--- config.mk ---
export PLATFORM = sky130hd
export DESIGN_NAME = drt_trim
export DESIGN_NICKNAME = d
export VERILOG_FILES = /design/src/hw/drt_pkg.sv /design/src/hw/drt_divider.sv /design/src/hw/drt_trim.sv
export SDC_FILE = /design/constraint.sdc
export NUM_CORES = 1
export LEC_CHECK = 0
export ABC_AREA = 0
export BUFFER_PORTS_ARGS = -buffer_cell sky130_fd_sc_hd__buf_4
export CORE_MARGIN = 5
export CORE_UTILIZATION = 40
export DETAILED_ROUTE_END_ITERATION = 8
export PLACE_DENSITY = 0.66
export SLEW_MARGIN = 40
export SYNTH_ARGS = -nofsm -noshare
export SYNTH_HDL_FRONTEND = slang
export SYNTH_SLANG_ARGS = --single-unit
--- constraint.sdc ---
create_clock -name i_clk_sys -period 3.2 [get_ports i_clk_sys]
set_clock_uncertainty 0.2 [all_clocks]
set_input_delay 0.8 -clock i_clk_sys [delete_from_list [all_inputs] [get_ports i_clk_sys]]
set_output_delay 0.8 -clock i_clk_sys [all_outputs]
set_load 0.01 [all_outputs]
--- src/hw/drt_pkg.sv ---
// Constants, types and register map of the divider rate trim block.
// Assumes a single 20 MHz clock and a 4-bit CPU I/O bus with strobes.
//
// Summary of operation
// - Monitor pin shows trigger pulse when enabled
// - One trigger write gives one correction session
// - Writing zero to trigger does nothing
// - Trigger bit reads one while session runs
// - Start at 512 Hz fall coinciding with 64 Hz fall
// - Start lags up to 16.6 ms; retriggers ignored
// - Reset clears trigger and monitor enable
// - Pin data bits read pin levels, read-only
// - Reading pin data captures the correction value
// - Captured registers read-only, reset to zero
// - Sign one shortens by 15 minus magnitude
// - Sign zero lengthens by magnitude plus one
// - Correction applied inside the system divider
package drt_pkg;

  // ---------------------------------------------------------------
  // Register offsets
  // ---------------------------------------------------------------
  localparam logic [15:0] DRT_ADDR_MAG_PINS = 16'hFF29;
  localparam logic [15:0] DRT_ADDR_MAG_CAP = 16'hFF2A;
  localparam logic [15:0] DRT_ADDR_MON_SIGN = 16'hFF2D;
  localparam logic [15:0] DRT_ADDR_SIGN_CAP = 16'hFF2E;
  localparam logic [15:0] DRT_ADDR_REG_CTRL = 16'hFF88;

  // ---------------------------------------------------------------
  // Field positions
  // ---------------------------------------------------------------
  localparam int DRT_BIT_TRIGGER = 0;
  localparam int DRT_BIT_MON_EN = 1;
  localparam int DRT_BIT_SIGN_PIN = 0;
  localparam int DRT_BIT_LIMIT_STAT = 1;
  localparam int DRT_BIT_LIMIT_EN = 2;
  localparam int DRT_BIT_SOLAR_EN = 3;
  localparam int DRT_BIT_SIGN_CAP = 0;

  // ---------------------------------------------------------------
  // Reset values
  // ---------------------------------------------------------------
  localparam logic DRT_RST_MON_EN = 1'h0;
  localparam logic DRT_RST_OTHER_EN = 1'h0;
  localparam logic [3:0] DRT_RST_MAG_CAP = 4'h0;
  localparam logic DRT_RST_SIGN_CAP = 1'h0;

  // ---------------------------------------------------------------
  // Divider layout and timing
  // ---------------------------------------------------------------
  localparam int DRT_DIV_W = 15;
  localparam int DRT_TAP_512 = 5;
  localparam int DRT_TAP_64 = 8;
  localparam logic [3:0] DRT_SHORT_BASE = 4'hF;
  localparam int DRT_CLK_HZ = 20000000;
  localparam int DRT_OSC_HZ = 32768;
  localparam int DRT_OSC_DIV = DRT_CLK_HZ / DRT_OSC_HZ;
  localparam int DRT_PEND_MAX_US = 16600;
  localparam int DRT_PEND_MAX_CYC =
    DRT_PEND_MAX_US * (DRT_CLK_HZ / 1000000);

  // ---------------------------------------------------------------
  // Types
  // ---------------------------------------------------------------
  typedef enum logic [1:0] {
    DRT_IDLE = 2'b00,
    DRT_PEND = 2'b01,
    DRT_APPLY = 2'b10
  } drt_state_t;

  typedef struct packed {
    logic [15:0] addr;
    logic wr;
    logic rd;
    logic [3:0] wdata;
  } drt_bus_t;

endpackage : drt_pkg

--- src/hw/drt_divider.sv ---
// System clock divider with hold and skip inputs for rate trimming.
// Assumes hold and extra are steady while o_osc_tick is high.
`timescale 1ns/1ps
module drt_divider
  import drt_pkg::*;
#(
  parameter int OSC_DIV = DRT_OSC_DIV,
  parameter int DIV_W = DRT_DIV_W
) (
  // Clock and reset
  input wire logic i_clk_sys,
  input wire logic i_rst,
  // Correction control
  input wire logic i_hold,
  input wire logic [3:0] i_extra,
  // Divider outputs
  output logic o_osc_tick,
  output logic [DIV_W-1:0] o_div_count
);

  localparam int PRE_W = $clog2(OSC_DIV);
  localparam logic [PRE_W-1:0] PRE_LAST = PRE_W'(OSC_DIV - 1);

  if (OSC_DIV < 2 || DIV_W <= DRT_TAP_64) begin : g_bad_param
    $error("drt_divider: OSC_DIV or DIV_W out of range");
  end

  logic [PRE_W-1:0] pre_reg;
  logic [PRE_W-1:0] pre_next;
  logic [DIV_W-1:0] cnt_reg;
  logic [DIV_W-1:0] cnt_next;
  logic tick;

  // ---------------------------------------------------------------
  // Prescaler and corrected count
  // ---------------------------------------------------------------
  always_comb begin
    tick = (pre_reg == PRE_LAST);
    pre_next = tick ? '0 : pre_reg + PRE_W'(1);
    cnt_next = cnt_reg;
    if (tick && !i_hold) begin
      cnt_next = cnt_reg + DIV_W'(1) + DIV_W'(i_extra);
    end
  end

  always_ff @(posedge i_clk_sys or posedge i_rst) begin
    if (i_rst) begin
      pre_reg <= '0;
      cnt_reg <= '0;
    end else begin
      pre_reg <= pre_next;
      cnt_reg <= cnt_next;
    end
  end

  assign o_osc_tick = tick;
  assign o_div_count = cnt_reg;

endmodule : drt_divider

--- src/hw/drt_trim.sv ---
// Rate trim top: register file, correction sequencer, monitor pin.
// Assumes pins are synchronous and the CPU bus gives one-cycle strobes.
`timescale 1ns/1ps
module drt_trim
  import drt_pkg::*;
#(
  parameter int OSC_DIV = DRT_OSC_DIV,
  parameter int PEND_MAX_CYC = DRT_PEND_MAX_CYC
) (
  // Clock and reset
  input wire logic i_clk_sys,
  input wire logic i_rst,
  // CPU I/O bus
  input wire drt_bus_t i_bus,
  output logic [3:0] o_rdata,
  // Correction pins
  input wire logic [3:0] i_mag_pins,
  input wire logic i_sign_pin,
  // Neighbour status and enables sharing a register
  input wire logic i_limit_level_status,
  output logic o_solar_monitor_enable,
  output logic o_limit_monitor_enable,
  // Monitor pin and divided clocks
  output logic o_monitor_pin,
  output logic [DRT_DIV_W-1:0] o_div_count
);

  if (PEND_MAX_CYC < 1) begin : g_bad_param
    $error("drt_trim: PEND_MAX_CYC must be positive");
  end

  // ---------------------------------------------------------------
  // Bus decode
  // ---------------------------------------------------------------
  function automatic logic hit(input drt_bus_t b, input logic [15:0] a);
    hit = (b.addr == a);
  endfunction : hit

  logic wr_ctrl;
  logic trig_wr_one;
  logic rd_mag_pins;
  logic rd_mon_sign;
  logic wr_mon_sign;

  always_comb begin
    wr_ctrl = i_bus.wr && hit(i_bus, DRT_ADDR_REG_CTRL);
    trig_wr_one = wr_ctrl && i_bus.wdata[DRT_BIT_TRIGGER];
    rd_mag_pins = i_bus.rd && hit(i_bus, DRT_ADDR_MAG_PINS);
    rd_mon_sign = i_bus.rd && hit(i_bus, DRT_ADDR_MON_SIGN);
    wr_mon_sign = i_bus.wr && hit(i_bus, DRT_ADDR_MON_SIGN);
  end

  // ---------------------------------------------------------------
  // Divider instance
  // ---------------------------------------------------------------
  drt_state_t st_reg;
  drt_state_t st_next;
  logic apply_sign_reg;
  logic apply_sign_next;
  logic [3:0] apply_mag_reg;
  logic [3:0] apply_mag_next;
  logic [4:0] rem_reg;
  logic [4:0] rem_next;
  logic hold;
  logic [3:0] extra;
  logic osc_tick;
  logic [DRT_DIV_W-1:0] div_count;
  logic [3:0] cap_mag_reg;
  logic [3:0] cap_mag_next;
  logic cap_sign_reg;
  logic cap_sign_next;
  logic tap512_reg;
  logic tap64_reg;
  logic fall512;
  logic fall64;
  logic start_evt;
  logic busy;

  drt_divider #(
    .OSC_DIV(OSC_DIV),
    .DIV_W(DRT_DIV_W)
  ) u_div (
    .i_clk_sys(i_clk_sys),
    .i_rst(i_rst),
    .i_hold(hold),
    .i_extra(extra),
    .o_osc_tick(osc_tick),
    .o_div_count(div_count)
  );

  assign o_div_count = div_count;

  // ---------------------------------------------------------------
  // Correction sequencer
  // ---------------------------------------------------------------
  always_comb begin
    busy = (st_reg != DRT_IDLE);
    fall512 = tap512_reg && !div_count[DRT_TAP_512];
    fall64 = tap64_reg && !div_count[DRT_TAP_64];
    start_evt = fall512 && fall64;
    hold = (st_reg == DRT_APPLY) && !apply_sign_reg;
    extra = '0;
    if (st_reg == DRT_APPLY && apply_sign_reg) begin
      extra = DRT_SHORT_BASE - apply_mag_reg;
    end
  end

  always_comb begin
    st_next = st_reg;
    apply_sign_next = apply_sign_reg;
    apply_mag_next = apply_mag_reg;
    rem_next = rem_reg;
    unique case (st_reg)
      DRT_IDLE: begin
        if (trig_wr_one) begin
          st_next = DRT_PEND;
          apply_sign_next = cap_sign_reg;
          apply_mag_next = cap_mag_reg;
          rem_next = {1'b0, cap_mag_reg} + 5'h01;
        end
      end
      DRT_PEND: begin
        if (start_evt) begin
          st_next = DRT_APPLY;
        end
      end
      DRT_APPLY: begin
        if (osc_tick) begin
          rem_next = rem_reg - 5'h01;
          if (apply_sign_reg || rem_reg == 5'h01) begin
            st_next = DRT_IDLE;
          end
        end
      end
      default: begin
        st_next = DRT_IDLE;
      end
    endcase
  end

  always_ff @(posedge i_clk_sys or posedge i_rst) begin
    if (i_rst) begin
      st_reg <= DRT_IDLE;
      apply_sign_reg <= 1'h0;
      apply_mag_reg <= 4'h0;
      rem_reg <= 5'h00;
      tap512_reg <= 1'h0;
      tap64_reg <= 1'h0;
    end else begin
      st_reg <= st_next;
      apply_sign_reg <= apply_sign_next;
      apply_mag_reg <= apply_mag_next;
      rem_reg <= rem_next;
      tap512_reg <= div_count[DRT_TAP_512];
      tap64_reg <= div_count[DRT_TAP_64];
    end
  end

  // ---------------------------------------------------------------
  // Register file
  // ---------------------------------------------------------------
  logic mon_en_reg;
  logic mon_en_next;
  logic solar_en_reg;
  logic solar_en_next;
  logic limit_en_reg;
  logic limit_en_next;
  logic [3:0] rdata_reg;
  logic [3:0] rdata_next;
  logic mon_pin_reg;
  logic mon_pin_next;

  always_comb begin
    mon_en_next = mon_en_reg;
    solar_en_next = solar_en_reg;
    limit_en_next = limit_en_reg;
    cap_mag_next = cap_mag_reg;
    cap_sign_next = cap_sign_reg;
    rdata_next = rdata_reg;
    if (wr_ctrl) begin
      mon_en_next = i_bus.wdata[DRT_BIT_MON_EN];
    end
    if (wr_mon_sign) begin
      solar_en_next = i_bus.wdata[DRT_BIT_SOLAR_EN];
      limit_en_next = i_bus.wdata[DRT_BIT_LIMIT_EN];
    end
    if (rd_mag_pins) begin
      cap_mag_next = i_mag_pins;
    end
    if (rd_mon_sign) begin
      cap_sign_next = i_sign_pin;
    end
    if (i_bus.rd) begin
      rdata_next = 4'h0;
      unique case (i_bus.addr)
        DRT_ADDR_MAG_PINS: rdata_next = i_mag_pins;
        DRT_ADDR_MAG_CAP: rdata_next = cap_mag_reg;
        DRT_ADDR_MON_SIGN: begin
          rdata_next[DRT_BIT_SOLAR_EN] = solar_en_reg;
          rdata_next[DRT_BIT_LIMIT_EN] = limit_en_reg;
          rdata_next[DRT_BIT_LIMIT_STAT] = i_limit_level_status;
          rdata_next[DRT_BIT_SIGN_PIN] = i_sign_pin;
        end
        DRT_ADDR_SIGN_CAP: rdata_next[DRT_BIT_SIGN_CAP] = cap_sign_reg;
        DRT_ADDR_REG_CTRL: begin
          rdata_next[DRT_BIT_MON_EN] = mon_en_reg;
          rdata_next[DRT_BIT_TRIGGER] = busy;
        end
        default: rdata_next = 4'h0;
      endcase
    end
    mon_pin_next = mon_en_reg && trig_wr_one;
  end

  always_ff @(posedge i_clk_sys or posedge i_rst) begin
    if (i_rst) begin
      mon_en_reg <= DRT_RST_MON_EN;
      solar_en_reg <= DRT_RST_OTHER_EN;
      limit_en_reg <= DRT_RST_OTHER_EN;
      cap_mag_reg <= DRT_RST_MAG_CAP;
      cap_sign_reg <= DRT_RST_SIGN_CAP;
      rdata_reg <= 4'h0;
      mon_pin_reg <= 1'h0;
    end else begin
      mon_en_reg <= mon_en_next;
      solar_en_reg <= solar_en_next;
      limit_en_reg <= limit_en_next;
      cap_mag_reg <= cap_mag_next;
      cap_sign_reg <= cap_sign_next;
      rdata_reg <= rdata_next;
      mon_pin_reg <= mon_pin_next;
    end
  end

  assign o_rdata = rdata_reg;
  assign o_monitor_pin = mon_pin_reg;
  assign o_solar_monitor_enable = solar_en_reg;
  assign o_limit_monitor_enable = limit_en_reg;

  // ---------------------------------------------------------------
  // Assertion helpers
  // ---------------------------------------------------------------
  logic [31:0] pend_cnt;
  logic [4:0] held_cnt;

  always_ff @(posedge i_clk_sys or posedge i_rst) begin
    if (i_rst) begin
      pend_cnt <= '0;
      held_cnt <= '0;
    end else begin
      pend_cnt <= (st_reg == DRT_PEND) ? pend_cnt + 32'h1 : 32'h0;
      if (st_reg == DRT_PEND) begin
        held_cnt <= '0;
      end else if (osc_tick && hold) begin
        held_cnt <= held_cnt + 5'h01;
      end
    end
  end
endmodule : drt_trim

==> results of run 1 <==
final timing paths:
| kind | startpoint | to | slack [ns] | cells past startpoint |
|---|---|---|---|---|
| setup reg to reg | st_reg[0]$_DFFE_PP0P_ | u_div.o_div_count[14]$_DFFE_PP0P_ | 0.28 | 11 |
| hold reg to reg | apply_mag_reg[2]$_DFFE_PP0P_ | apply_mag_reg[2]$_DFFE_PP0P_ | 0.28 | 2 |
| min in group asynchronous | i_rst | o_monitor_pin$_DFF_PP0_ | 0.46 | 3 |
| hold / removal | apply_mag_reg[2]$_DFFE_PP0P_ | apply_mag_reg[2]$_DFFE_PP0P_ | 0.28 | 2 |
| max in group asynchronous | i_rst | cap_mag_reg[2]$_DFFE_PP0P_ | 1.90 | 3 |
| setup / recovery | st_reg[0]$_DFFE_PP0P_ | u_div.o_div_count[14]$_DFFE_PP0P_ | 0.28 | 11 |
report_power, final:
part	internal (µW)	leakage [µW]	switching, µW
Clock	173	0.0000473	219
Combinational	29.6	0.000832	32.5
Sequential	657	0.000697	0.0443
kinds of logic after synthesis:
| group | Yosys count | share of synthesized area [%] |
|---|---|---|
| adder cells (fa/ha/maj) | 10 | 4.79 |
| AO/OA/AOI/OAI | 44 | 10.4 |
| flip-flops | 52 | 47.0 |
| AND/OR/NAND/NOR | 123 | 24.0 |
| buffers and inverters | 14 | 2.44 |
| multiplexers | 11 | 4.39 |
| XOR/XNOR | 22 | 6.96 |
area by class of cell:
cell class,count,area share (%)
Sequential cell,52,39.0
Multi-Input combinational cell,210,41.9
Tap cell,80,3.00
Timing Repair Buffer,54,12.1
Inverter,11,1.24
Clock buffer,6,2.47
Clock inverter,1,0.262
through the flow:
stage / worst slack, ns / cell area (µm²) / hold WS [ns] / cells / utilization (%)
CTS: 0.270 / 3340 / 0.282 / 414 / 49.4
global route: 0.0514 / 3340 / 0.312 / 414 / 49.4
global placement: 0.378 / 3250 / 0.259 / 407 / 48.1
floorplan: 0.481 / 2770 / 0.238 / 276 / -
detailed placement: 0.295 / 3250 / 0.259 / 407 / 48.1
finish: 0.279 / 3340 / 0.278 / 414 / 49.4
routing by layer:
layer / up-vias / part of all wire [%]
li1: 1096 / -
met1: 1070 / 46
met2: 72 / 47
met3: 10 / 5.5
met4: 0 / 1.2
met5: - / 0
cells in the final DEF (no fill, tap or decap), types with 2 or more instances in the layout:
cell type | Yosys | routed
and2_1 | 2 | 2
mux2_2 | 9 | 9
a31oi_1 | 3 | 3
o31ai_1 | 3 | 3
ha_1 | 9 | 9
buf_4 | 0 | 54
nor3_1 | 9 | 9
nor3b_1 | 2 | 2
nand3_1 | 11 | 11
and4_1 | 3 | 3
o21a_1 | 3 | 3
and3_1 | 2 | 2
nand2b_1 | 3 | 3
a22oi_1 | 3 | 3
a22o_1 | 4 | 4
inv_1 | 11 | 10
mux2i_1 | 2 | 2
nand2_1 | 35 | 35
nand4_1 | 7 | 7
a21oi_1 | 8 | 8
nor2_1 | 26 | 26
clkbuf_8 | 0 | 6
or3_4 | 2 | 2
nor4_1 | 2 | 2
xnor2_1 | 14 | 14
xor2_1 | 8 | 8
dfrtp_1 | 52 | 52
o22ai_1 | 4 | 4
nor2b_1 | 5 | 5
o21ai_0 | 10 | 10
tightest hold or removal path: stages, from the launching register on:
cell	delay, ns
dfrtp_1	0.35
nand2_1	0.05
nand2_1	0.05
==> results.yml, run 1 <==
global_route:
  grt_pass1_vias: 2312
  grt_util_met3_pct: 3.94
  grt_antenna_before_repair: 0
  gr-total-overflow: 0
  use_met1_pct: 19.1
  use_met2_pct: 24.5
  grt_pass1_wl_um: 10400
  busiest_layer: "met2"
  grt_max_degree: 53
  gr-usage-all-layers_pct: 14.7
logic_synthesis:
  synth_common_cells: "52 x dfrtp_1, 35 x nand2_1, 26 x nor2_1"
  yosys_warnings: 0
  synth-edff-count: 0
  synth-seq-cells: 52
  synth_cell_types: 51
  synthArstFlopShare_pct: 100
  syn_area_per_cell_um2: 10.0
  synth-seq-area-share_pct: 47.0
  netlist_instances: 276
  ys.flop_type: "dfrtp_1"
  synth_top_area_share_pct: 47.0
  syn-cell-area_um2: 2770
  synth_nets: 316
  ys_top_cells_by_area: "dfrtp_1 47%, nand2_1 4.7%, xnor2_1 4.4%"
  synth_top_cell_by_area: "dfrtp_1"
  synth.most_common_cell: "dfrtp_1"
floorplan:
  initial_core_util_pct: 41.0
  core_um2: 6760
  fp.dieH_um: 93.2
  io_pins: 52
  die_w_um: 93.2
  die_area_um2: 8680
  fp-row-count: 30
critical_path:
  endpoint_kind: "flip-flop"
  cp.arrival_ns: 2.97
  crit_required_ns: 3.24
  crit_type: "reg -> reg"
  critPathSlowestCell: "or4_4"
  cp_max_fo: 6
  path_buf_inv: 1
  start_kind: "flip-flop"
  max_stage_delay_ns: 0.55
  crit_chain: "and2b_2, nand2_1, or2_2, ha_1, inv_1, fa_1, a21o_1, a21oi_1, or4_4, nor2_1, xor2_1"
  cp_top_family: "simple AND/OR/NAND/NOR gates"
detailed_routing:
  drc: 0
  dr.first_iter.drc_count: 98
  wl_per_cell_um: 14.8
  drt_first_pass_iters: 4
  vias_per_cell: 5.43
  ant_nets: 0
  drt_wl_total_um: 6140
  vias: 2248
sta:
  grt_setup_unrepaired: "false"
  slew_viol_final: 0
  maxSlewHeadroom_pct: 55.9
  finalCritPeriodShare_pct: 91.3
  min_period_ns: 2.92
  setup_viol: 0
  fmax_mhz: 342
  hold_viol: 0
  finalSetupTns_ns: 0
  worst_pin_slew_ns: 0.662
clocking:
  postCtsSetupBuffers: 0
  clock-sinks: 52
  cts_tree: "done"
  insertion_delay_ns: 0.32
  cts-resized-gates: 0
  holdBufCountCts: 0
  clk_pin_slew_ns: 0.10
  clock_path_buffers: 2
  cts_max_level: 2
  clockRootBuffer: "clkbuf_8"
  cts_inserted_buffers: 5
power:
  p_total_uw: 1110
  p_per_area_nw_per_um2: 333
  ir_drop_v: 0.000146
  p_leak_uw: 0.00158
outcome:
  outcome: "finished, final reports clean"
finish:
  fin_nets: 374
  register_area_um2: 1300
  drive_gt1_share_pct: 25.1
  multiInputGateArea_um2: 1400
  n_antenna_cell: 0
  largest_reg_flops: 15
  syn_to_final_growth_pct: 20.6
  nFillCells: 665
place:
  place_congestion: 0.916
  dp_hpwl_um: 4700
  portBuffers: 51
min_path:
  holdCritPathClass: "reg -> reg"
job:
  drv_cap: 0
(Power assumes the default switching activity.)
==> run 2: changes to the inputs <==
--- a/config.mk
+++ b/config.mk
@@ -14,4 +14,5 @@
 export SLEW_MARGIN = 40
 export SYNTH_ARGS = -nofsm -noshare
 export SYNTH_HDL_FRONTEND = slang
+export SYNTH_HIERARCHICAL = 1
 export SYNTH_SLANG_ARGS = --single-unit
==> results.yml, run 2 <==
global_route:
  grt_pass1_vias: 2165
  gr-usage-all-layers_pct: 14.2
  grt_max_degree: 28
  grt_antenna_before_repair: 0
  grt_pass1_wl_um: 9890
  gr-total-overflow: 0
place:
  dp_cells: 375
  dp_hpwl_um: 4290
  place_congestion: 0.846
  post-place-ws_ns: 0.288
  portBuffers: 51
floorplan:
  fp.dieH_um: 92.6
  die_w_um: 92.6
  fp-row-count: 30
  die_area_um2: 8570
  core_um2: 6720
  initial_core_util_pct: 40.6
  io_pins: 52
logic_synthesis:
  synth-edff-count: 0
  synth-seq-cells: 52
  synth_cell_types: 49
  synth_nets: 283
  ys_top_cells_by_area: "dfrtp_1 48%, xnor2_1 4.8%, ha_1 4.1%"
  netlist_instances: 243
  synth_top_cell_by_area: "dfrtp_1"
  synth-seq-area-share_pct: 47.7
  ys.flop_type: "dfrtp_1"
  synthArstFlopShare_pct: 100
  yosys_warnings: 6
  synth.most_common_cell: "dfrtp_1"
  synth_common_cells: "52 x dfrtp_1, 18 x nand2_1, 16 x nor2_1"
  syn-cell-area_um2: 2730
  synth_top_area_share_pct: 47.7
  syn_area_per_cell_um2: 11.2
critical_path:
  cp_max_fo: 8
  start_kind: "flip-flop"
  crit_start: "u_div/pre_reg[2]$_DFF_PP0_"
  r2r_setup_slack_ns: 0.53
  r2r-end: "u_div/o_div_count[8]$_DFFE_PP0P_"
  crit_required_ns: 3.20
  ff2ff_path_depth: 5
  crit_type: "reg -> reg"
  endpoint_kind: "flip-flop"
  r2r_start: "u_div/pre_reg[2]$_DFF_PP0_"
  cp.arrival_ns: 2.67
detailed_routing:
  wl_per_cell_um: 14.5
  drt_first_pass_iters: 4
  vias_per_cell: 5.31
  dr.first_iter.drc_count: 60
  ant_nets: 0
  drt_wl_total_um: 5570
  drc: 0
  vias: 2034
sta:
  grt_setup_unrepaired: "false"
  worst_pin_slew_ns: 0.562
  finalCritPeriodShare_pct: 83.4
  min_period_ns: 2.67
  maxSlewHeadroom_pct: 62.4
  setup_slack_ns: 0.532
  setup_viol: 0
  slew_viol_final: 0
  hold_viol: 0
  finalSetupTns_ns: 0
  fmax_mhz: 375
power:
  p_per_area_nw_per_um2: 334
  p_total_uw: 1100
  p_leak_uw: 0.00165
  ir_drop_v: 0.000213
finish:
  fin_util_pct: 49.2
  largest_reg_flops: 15
  final_cell_mix: "56 x buf_4, 52 x dfrtp_1, 18 x nand2_1, 16 x nor2_1, 15 x xnor2_1"
  n_antenna_cell: 0
  final_cells: 383
  drive_gt1_share_pct: 30.7
  layout_commonest_cell: "buf_4"
  fin_nets: 342
  syn_to_final_growth_pct: 21.2
clocking:
  cts_tree: "done"
  postCtsSetupBuffers: 0
  holdBufCountCts: 0
  clock-sinks: 52
  cts_max_level: 2
  clock_path_buffers: 2
  cts_inserted_buffers: 5
  cts-resized-gates: 0
  clockRootBuffer: "clkbuf_8"
  insertion_delay_ns: 0.31
  clk_pin_slew_ns: 0.10
outcome:
  outcome: "finished, final reports clean"
min_path:
  whs_path_depth: 0
  hold_end: "tap64_reg$_DFF_PP0_"
  hold_start: "u_div/o_div_count[8]$_DFFE_PP0P_"
  holdCritPathClass: "reg -> reg"
job:
  drv_cap: 0
[run 2: cell types whose count changed after synthesis, sizes merged, moves of 4 or more]
cell	before	now
mux2	9	15
nor2	26	16
o221a	0	4
nand2	36	18
o21ai	11	6
mux2i	2	7
nor3	9	3
[run 2: per-layer routing]
layer / global-route usage, % / vias up / share of wire, %
li1: - / 994 / -
met1: 17.8 / 979 / 45
met2: 23.5 / 54 / 47
met3: 4.39 / 7 / 7.0
met4: 4.21 / 0 / 1.2
met5: 0 / - / 0
[run 2: layout make-up]
type                            count  area, µm²
Clock buffer                        5       68.8
Clock inverter                      3       21.3
Fill cell                         620       3410
Inverter                           10       37.5
Multi-Input combinational cell    177       1360
Sequential cell                    52       1300
Tap cell                           80        100
Timing Repair Buffer               56        420
[run 2: logic make-up (layout without fill, tap and decap cells)]
kind of cell / after synthesis / after routing / share of synthesized area [%]
AOI/OAI and AO/OA: 30 / 30 / 8.21
xor gates and xnor gates: 23 / 23 / 7.39
adders and majority gates: 10 / 10 / 4.86
buffers and inverters: 14 / 74 / 2.52
DFF: 52 / 52 / 47.7
muxes: 22 / 22 / 9.45
and+or+nand+nor: 92 / 92 / 19.8
[run 2: how the worst max path moves through the flow]
stage | slack (ns) | endpoint
3_3_place_gp | 0.31 | cap_mag_reg[1]$_DFFE_PP0P_
2_1_floorplan | 0.52 | rem_reg[0]$_DFFE_PP0P_
4_1_cts | 0.52 | u_div/o_div_count[8]$_DFFE_PP0P_
5_1_grt | 0.42 | u_div/o_div_count[8]$_DFFE_PP0P_
6_report | 0.53 | u_div/o_div_count[8]$_DFFE_PP0P_
3_5_place_dp | 0.29 | cap_mag_reg[2]$_DFFE_PP0P_
[run 2: stage by stage]
stage,hold WS (ns),area [µm²]
CTS,0.276,3310
global route,0.310,3310
global placement,0.262,3220
finish,0.278,3310
floorplan,0.251,2730
detailed placement,0.254,3220
[run 2: power by group]
group	switching [µW]	leakage [µW]	internal, µW
clock	228	0.0000445	156
sequential	0.0477	0.000707	657
combinational	31.6	0.000899	30.5
[run 2: worst max-delay path, stage by stage (launching register included)]
cell and delay (ns):
dfrtp_1 0.45, or4b_1 0.57, or4_1 0.71, nor3b_4 0.34, nand4_1 0.15, xnor2_1 0.14
